File: src/hpt_pkg.sv
/*
 * Shared constants and types for the hub port transceiver tuning registers.
 * Assumes one 100 MHz APB clock domain; register indices are word indices.
 */
`default_nettype none

package hpt_pkg;

    // ---------------------------------------------------------------
    // Bus geometry
    // ---------------------------------------------------------------
    localparam int HPT_ADDR_W = 18;
    localparam int HPT_DATA_W = 32;
    localparam int HPT_IDX_W = 16;
    localparam int HPT_NUM_TRIM_PORTS = 3;
    localparam int HPT_NUM_SS_PORTS = 4;

    // ---------------------------------------------------------------
    // Register indices (byte address is four times the index)
    // ---------------------------------------------------------------
    // Element 0 is port 5, element 2 is port 7
    localparam logic [2:0][15:0] HPT_DRIVE_IDX = {16'h7cca, 16'h78ca, 16'h74ca};
    localparam logic [2:0][15:0] HPT_SQUELCH_IDX = {16'h7ccc, 16'h78cc, 16'h74cc};
    localparam logic [15:0] HPT_LINK_IDX_BASE = 16'h7dc0;

    // ---------------------------------------------------------------
    // Field layout and reset values
    // ---------------------------------------------------------------
    localparam int HPT_TRIM_W = 3;
    localparam int HPT_REG_W = 8;
    localparam int HPT_LINK_STATE_LSB = 4;
    localparam int HPT_LINK_SUB_LSB = 0;
    localparam logic [7:0] HPT_DRIVE_RST = 8'h00;
    localparam logic [2:0] HPT_SQUELCH_RST = 3'h0;

    // ---------------------------------------------------------------
    // Trim and link-state encodings
    // ---------------------------------------------------------------
    typedef enum logic [2:0] {
        HPT_DRV_NOMINAL = 3'b000,
        HPT_DRV_MINUS_5PCT = 3'b001,
        HPT_DRV_PLUS_10PCT = 3'b010,
        HPT_DRV_PLUS_20PCT = 3'b100
    } hpt_drive_code_e;

    typedef enum logic [2:0] {
        HPT_SQ_NOMINAL_100MV = 3'b000,
        HPT_SQ_MINUS_12P5MV = 3'b001,
        HPT_SQ_MINUS_25MV = 3'b010,
        HPT_SQ_MINUS_37P5MV = 3'b011,
        HPT_SQ_MINUS_50MV = 3'b100
    } hpt_squelch_code_e;

    typedef enum logic [3:0] {
        HPT_LS_U0 = 4'h0,
        HPT_LS_U1 = 4'h1,
        HPT_LS_U2 = 4'h2,
        HPT_LS_U3 = 4'h3,
        HPT_LS_DISABLED = 4'h4,
        HPT_LS_RX_DETECT = 4'h5,
        HPT_LS_INACTIVE = 4'h6,
        HPT_LS_POLLING = 4'h7,
        HPT_LS_RECOVERY = 4'h8,
        HPT_LS_HOT_RESET = 4'h9,
        HPT_LS_COMPLIANCE = 4'ha,
        HPT_LS_LOOPBACK = 4'hb
    } hpt_link_state_e;

    // ---------------------------------------------------------------
    // Carriers
    // ---------------------------------------------------------------
    typedef struct packed {
        hpt_link_state_e state;
        logic [2:0] sub_state;
    } hpt_link_status_s;

    typedef struct packed {
        logic [7:0] drive;
        logic [2:0] squelch;
    } hpt_port_trim_s;

    typedef struct packed {
        hpt_port_trim_s [HPT_NUM_TRIM_PORTS-1:0] port;
        logic [31:0] prdata;
        logic pslverr;
    } hpt_state_s;

    typedef logic [HPT_NUM_TRIM_PORTS-1:0][HPT_TRIM_W-1:0] hpt_trim_vec_t;

endpackage

`default_nettype wire

File: src/hpt_tuning_regs.sv
/*
 * APB register bank holding drive-current and squelch trims for ports 5 to 7
 * and read-only link-state status for the SuperSpeed ports.
 * Assumes an APB master on pclk; link status arrives synchronous to pclk.
 */
// Our own choice: the APB interface to the registers.
`default_nettype none

// Behaviour
// Drive trim per port, whole byte read/write
// Drive codes: nominal, -5%, +10%, +20%
// Ambiguous drive codes stored and returned unchanged
// Squelch trim per port, bits 7:3 read zero
// Squelch codes: 100 mV nominal, lowering steps
// Port 5 code 011 lowers 37.5 mV
// Link-state status uses shared code table
// Link state 7:4, sub-state 2:0, bit3 zero
// Trims reset to zero, nominal settings
module hpt_tuning_regs #(
    parameter int NUM_SS_PORTS = hpt_pkg::HPT_NUM_SS_PORTS
) (
    input wire logic pclk,
    input wire logic presetn,
    input wire logic psel,
    input wire logic penable,
    input wire logic pwrite,
    input wire logic [hpt_pkg::HPT_ADDR_W-1:0] paddr,
    input wire logic [hpt_pkg::HPT_DATA_W-1:0] pwdata,
    input wire logic [3:0] pstrb,
    output logic pready,
    output logic [hpt_pkg::HPT_DATA_W-1:0] prdata,
    output logic pslverr,
    input wire hpt_pkg::hpt_link_status_s [NUM_SS_PORTS-1:0] ss_link_status,
    output hpt_pkg::hpt_trim_vec_t hs_drive_current_trim,
    output hpt_pkg::hpt_trim_vec_t hs_squelch_trip_trim
);
    import hpt_pkg::*;

    // ---------------------------------------------------------------
    // Address decode
    // ---------------------------------------------------------------
    hpt_state_s st_r;
    hpt_state_s st_nxt;
    logic aligned;
    logic [HPT_IDX_W-1:0] word_idx;
    logic [HPT_NUM_TRIM_PORTS-1:0] drv_hit;
    logic [HPT_NUM_TRIM_PORTS-1:0] sq_hit;
    logic [NUM_SS_PORTS-1:0] lnk_hit;
    logic [HPT_NUM_TRIM_PORTS-1:0][31:0] rd_drv;
    logic [HPT_NUM_TRIM_PORTS-1:0][31:0] rd_sq;
    logic [NUM_SS_PORTS-1:0][31:0] rd_lnk;
    logic [31:0] rd_word;
    logic any_hit;
    logic setup_ph;
    logic wr_acc;

    // Registers sit one to a word, so low address bits must be zero
    assign aligned = (paddr[1:0] == 2'b00);
    assign word_idx = paddr[HPT_ADDR_W-1:2];
    assign setup_ph = psel & ~penable;
    // Write commits only in the access phase, and only with byte 0 strobed
    assign wr_acc = psel & penable & pwrite & pstrb[0];

    genvar gi;
    generate
        for (gi = 0; gi < HPT_NUM_TRIM_PORTS; gi++) begin : g_trim
            assign drv_hit[gi] = aligned && (word_idx == HPT_DRIVE_IDX[gi]);
            assign sq_hit[gi] = aligned && (word_idx == HPT_SQUELCH_IDX[gi]);
            // Whole byte returned, reserved bits included
            assign rd_drv[gi] = drv_hit[gi] ? {24'h000000, st_r.port[gi].drive} : 32'h0;
            // Upper squelch bits always read zero
            assign rd_sq[gi] = sq_hit[gi] ? {29'h0, st_r.port[gi].squelch} : 32'h0;
            assign hs_drive_current_trim[gi] = st_r.port[gi].drive[HPT_TRIM_W-1:0];
            assign hs_squelch_trip_trim[gi] = st_r.port[gi].squelch;
        end
        for (gi = 0; gi < NUM_SS_PORTS; gi++) begin : g_link
            assign lnk_hit[gi] = aligned && (word_idx == HPT_LINK_IDX_BASE + 16'(gi));
            // Live status, bit 3 reserved as zero
            assign rd_lnk[gi] = lnk_hit[gi] ?
                {24'h000000, ss_link_status[gi].state, 1'b0, ss_link_status[gi].sub_state}
                : 32'h0;
        end
    endgenerate

    assign any_hit = (|drv_hit) | (|sq_hit) | (|lnk_hit);

    always_comb begin
        rd_word = 32'h0;
        for (int i = 0; i < HPT_NUM_TRIM_PORTS; i++) begin
            rd_word = rd_word | rd_drv[i] | rd_sq[i];
        end
        for (int j = 0; j < NUM_SS_PORTS; j++) begin
            rd_word = rd_word | rd_lnk[j];
        end
    end

    // ---------------------------------------------------------------
    // Next state
    // ---------------------------------------------------------------
    always_comb begin
        st_nxt = st_r;
        // Answer prepared in setup, presented in access
        if (setup_ph) begin
            st_nxt.pslverr = ~any_hit;
            st_nxt.prdata = (pwrite || !any_hit) ? 32'h0 : rd_word;
        end
        // Reserved drive bits are kept, reserved squelch bits dropped
        if (wr_acc) begin
            for (int i = 0; i < HPT_NUM_TRIM_PORTS; i++) begin
                if (drv_hit[i]) begin
                    st_nxt.port[i].drive = pwdata[HPT_REG_W-1:0];
                end
                if (sq_hit[i]) begin
                    st_nxt.port[i].squelch = pwdata[HPT_TRIM_W-1:0];
                end
            end
        end
    end

    // ---------------------------------------------------------------
    // State register
    // ---------------------------------------------------------------
    always_ff @(posedge pclk or negedge presetn) begin
        if (!presetn) begin
            for (int i = 0; i < HPT_NUM_TRIM_PORTS; i++) begin
                st_r.port[i].drive <= HPT_DRIVE_RST;
                st_r.port[i].squelch <= HPT_SQUELCH_RST;
            end
            // Answer cleared so no stale error shows after reset
            st_r.prdata <= 32'h0;
            st_r.pslverr <= 1'b0;
        end else begin
            st_r <= st_nxt;
        end
    end

    // Zero wait states
    assign pready = 1'b1;
    assign prdata = st_r.prdata;
    assign pslverr = st_r.pslverr;

    logic [7:0] wbyte;
    assign wbyte = pwdata[7:0];

    // ---------------------------------------------------------------
    // Checks per trim port
    // ---------------------------------------------------------------
    generate
        for (gi = 0; gi < HPT_NUM_TRIM_PORTS; gi++) begin : g_trim_chk

        end
    endgenerate

    generate
        for (gi = 0; gi < NUM_SS_PORTS; gi++) begin : g_link_chk

        end
    endgenerate
endmodule // hpt_tuning_regs

`default_nettype wire

File: config.mk
export PLATFORM = sky130hd
export DESIGN_NAME = hpt_tuning_regs
export DESIGN_NICKNAME = d
export VERILOG_FILES = /design/src/hpt_pkg.sv /design/src/hpt_tuning_regs.sv
export SDC_FILE = /design/constraint.sdc
export NUM_CORES = 1
export LEC_CHECK = 0
export ABC_AREA = 1
export ABC_CLOCK_PERIOD_IN_PS = 1400
export BUFFER_PORTS_ARGS = -buffer_cell sky130_fd_sc_hd__buf_2
export CAP_MARGIN = 25
export CORE_AREA = 3 3 94 73
export DETAILED_ROUTE_END_ITERATION = 8
export DIE_AREA = 0 0 97 76
export PLACE_DENSITY = 0.82
export SETUP_SLACK_MARGIN = 0.15
export SKIP_CTS_REPAIR_TIMING = 1
export SLEW_MARGIN = 10
export SYNTH_ARGS = -nofsm -noshare
export SYNTH_HDL_FRONTEND = slang
export SYNTH_SLANG_ARGS = --single-unit
File: constraint.sdc
create_clock -name pclk -period 1.4 [get_ports pclk]
set_input_delay 0.07 -clock pclk [delete_from_list [all_inputs] [get_ports pclk]]
set_output_delay 0.07 -clock pclk [all_outputs]
set_load 0.02 [all_outputs]
==> results.py <==
metrics = {
    "synth": {
        "synth.distinct_cells": 26,
        "syn_avg_cell_area_um2": 7.35,
        "ys_seq_area_share_pct": 34.4,
        "synth_area_um2": 3050,
        "synth_cells": 415,
        "yosys_warnings": 0,
        "ys_ff_latch": 42,
    },
    "global_route": {
        "grt_pass1_wl_um": 12600,
        "antenna_found_initial": 0,
        "overflow": 0,
        "grt_pass1_vias": 2690,
        "grt_max_degree": 23,
        "grt_use_total_pct": 20.7,
    },
    "power": {
        "powerDensity_nw_per_um2": 670,
        "ir_worst_vdd_mv": 0.429,
        "p_leak_nw": 2.00,
    },
    "timing": {
        "timing.fmax_ghz": 0.879,
        "final-max-slew-violation-count": 0,
        "period_share_pct": 81.2,
        "setup_viol": 0,
        "worst_slack_ns": 0.263,
        "clock_skew_ns": 0.00710,
        "fin_crit_ns": 1.14,
        "rsz0062_at_grt": "no",
        "finalHoldViolCount": 0,
        "slew_headroom_pct": 66.5,
        "worst_pin_slew_ns": 0.503,
    },
    "cts": {
        "path_clk_slew_ns": 0.08,
        "clockBufferDepth": 2,
        "clk_latency_ns": 0.30,
        "clock_sinks": 42,
        "h-tree-depth": 2,
        "cts_tree": "yes",
        "cts_buffers": 5,
        "root_buffer": "clkbuf_8",
    },
    "cells_and_area": {
        "final_cells": 569,
        "design_area_um2": 3450,
        "final_cell_mix": "106 x nand2_1, 86 x buf_2, 50 x nand3_1",
        "fillers": 574,
        "n_antenna_cell": 0,
        "final_util_pct": 58.4,
        "area_growth_syn_to_layout_pct": 13.2,
        "drive_gt1_share_pct": 31.2,
        "final_common_cell": "nand2_1",
        "nNetsFinal": 577,
    },
    "drt": {
        "drtAntennaViolNets": 0,
        "firstDrtPassIters": 5,
        "drcViolationCount": 0,
        "drt_wl_total_um": 7420,
        "drt-initial-drc-count": 188,
        "routedWlPerCell_um": 13.0,
        "num_vias": 2783,
        "viasPerCell": 4.89,
    },
    "place": {
        "globalplace.congestion": 0.866,
        "io_buffers": 86,
        "dpl.hpwl_um": 6070,
        "placed_cells": 560,
        "placed_area_um2": 3340,
        "place_ws_ns": -0.0273,
    },
    "floorplanning": {
        "rows": 24,
        "die_area_um2": 7370,
        "ios": 139,
        "core_area_um2": 5920,
        "die_h_um": 76,
        "die_x_um": 97,
        "start_util_pct": 51.6,
    },
    "worst_hold_path": {
        "hp-class": "primary input to flop",
    },
    "setup_path": {
        "crit_path_end_kind": "flop",
        "start_kind": "primary input",
        "worstPathRequired_ns": 1.62,
        "cp_max_fo": 7,
        "critical_path_class": "primary input to flop",
        "cp.arrival_ns": 1.36,
    },
    "status": {
        "status": "complete, no violations",
    },
    "job": {
        "maxCapViolations": 0,
    },
}
registers in the layout, indices dropped and copies added (netlist names):
name and cells:
st_r 15, prdata 8, hs_squelch_trip_trim 9, hs_drive_current_trim 9, pslverr 1
Yosys cell counts:
cell	n	area [µm²]
nor2_8	2	40.0
nand4_1	4	25.0
dfrtp_1	42	1050
nand2_4	1	11.3
nor2_4	8	90.1
o21ai_2	5	43.8
buf_2	2	10.0
nor2_1	42	158
nand2_2	5	31.3
nand3_1	50	250
o21ai_1	11	55.1
inv_2	4	15.0
nor3_4	1	16.3
a21oi_1	2	10.0
nand3b_1	1	7.51
buf_6	4	45.0
buf_4	52	390
nand2_1	106	398
nand3_4	3	52.6
inv_1	37	139
o21bai_2	4	45.0
nor2_2	5	31.3
conb_1	2	7.51
o21ai_0	17	85.1
clkbuf_1	1	3.75
nand3_2	4	40.0
where the power goes:
part | total [mW] | leakage (nW) | internal, mW | switching (mW)
clock | 0.815 | 0.0472 | 0.396 | 0.418
combinational | 0.289 | 1.37 | 0.0910 | 0.198
sequential | 1.21 | 0.582 | 1.21 | 0.0000116
worst paths after layout:
kind                       cells past startpoint                     start  slack [ns]                       end
min                                            3                 pwdata[6]        0.05                  st_r[53]
max                                           11                 paddr[11]        0.26                 prdata[0]
min in group asynchronous                      2                   presetn        0.27                  st_r[43]
min reg2reg                                    2                 prdata[4]        0.47                 prdata[4]
max reg2reg                                    6  hs_drive_current_trim[4]        0.26                 prdata[1]
max in group asynchronous                      3                   presetn        0.54  hs_drive_current_trim[3]
routing by layer:
metal / vias to the layer above / global-route usage [%] / routed length [µm]
met5: - / 0 / 0
met2: 87 / 34.0 / 3600
met3: 7 / 4.94 / 459
li1: 1390 / - / -
met1: 1299 / 28.4 / 3310
met4: 0 / 3.09 / 44
final cells by class:
| cell class | instances | area (µm²) | share of cell area, % |
|---|---|---|---|
| sequential | 42 | 1050 | 30.4 |
| inverter | 41 | 154 | 4.45 |
| multi-input combinational | 296 | 1490 | 43.1 |
| tap | 78 | 97.6 | 2.83 |
| timing repair buffer | 104 | 568 | 16.4 |
| clock buffer | 6 | 82.6 | 2.39 |
| clock inverter | 2 | 12.5 | 0.362 |
stage by stage:
step / setup TNS, ns / power, mW / hold slack [ns]
global placement: 0 / 1.52 / 0.0595
detailed placement: -0.0815 / 1.52 / 0.0640
floorplan: 0 / 1.43 / -0.226
global route: 0 / 2.42 / 0.0645
finish: 0 / 2.32 / 0.0463
CTS: 0 / 2.33 / -0.256
worst max-delay path, cell delays in order:
cell	delay (ns)
buf_2	0.10
nor2_1	0.17
nand3_1	0.16
nor2_4	0.24
buf_4	0.18
nand3_1	0.07
nand2_1	0.08
nor2_1	0.04
nand2_1	0.07
nor2_1	0.06
o21bai_2	0.13
cell families after synthesis:
kind of cell | after synthesis | share of synthesized area (%)
AND/OR/NAND/NOR | 232 | 37.7
AO/OA/AOI/OAI | 39 | 7.83
other | 2 | 0.246
flip-flops | 42 | 34.4
buffers and inverters | 100 | 19.8
Power figures use the tool's default switching activity.
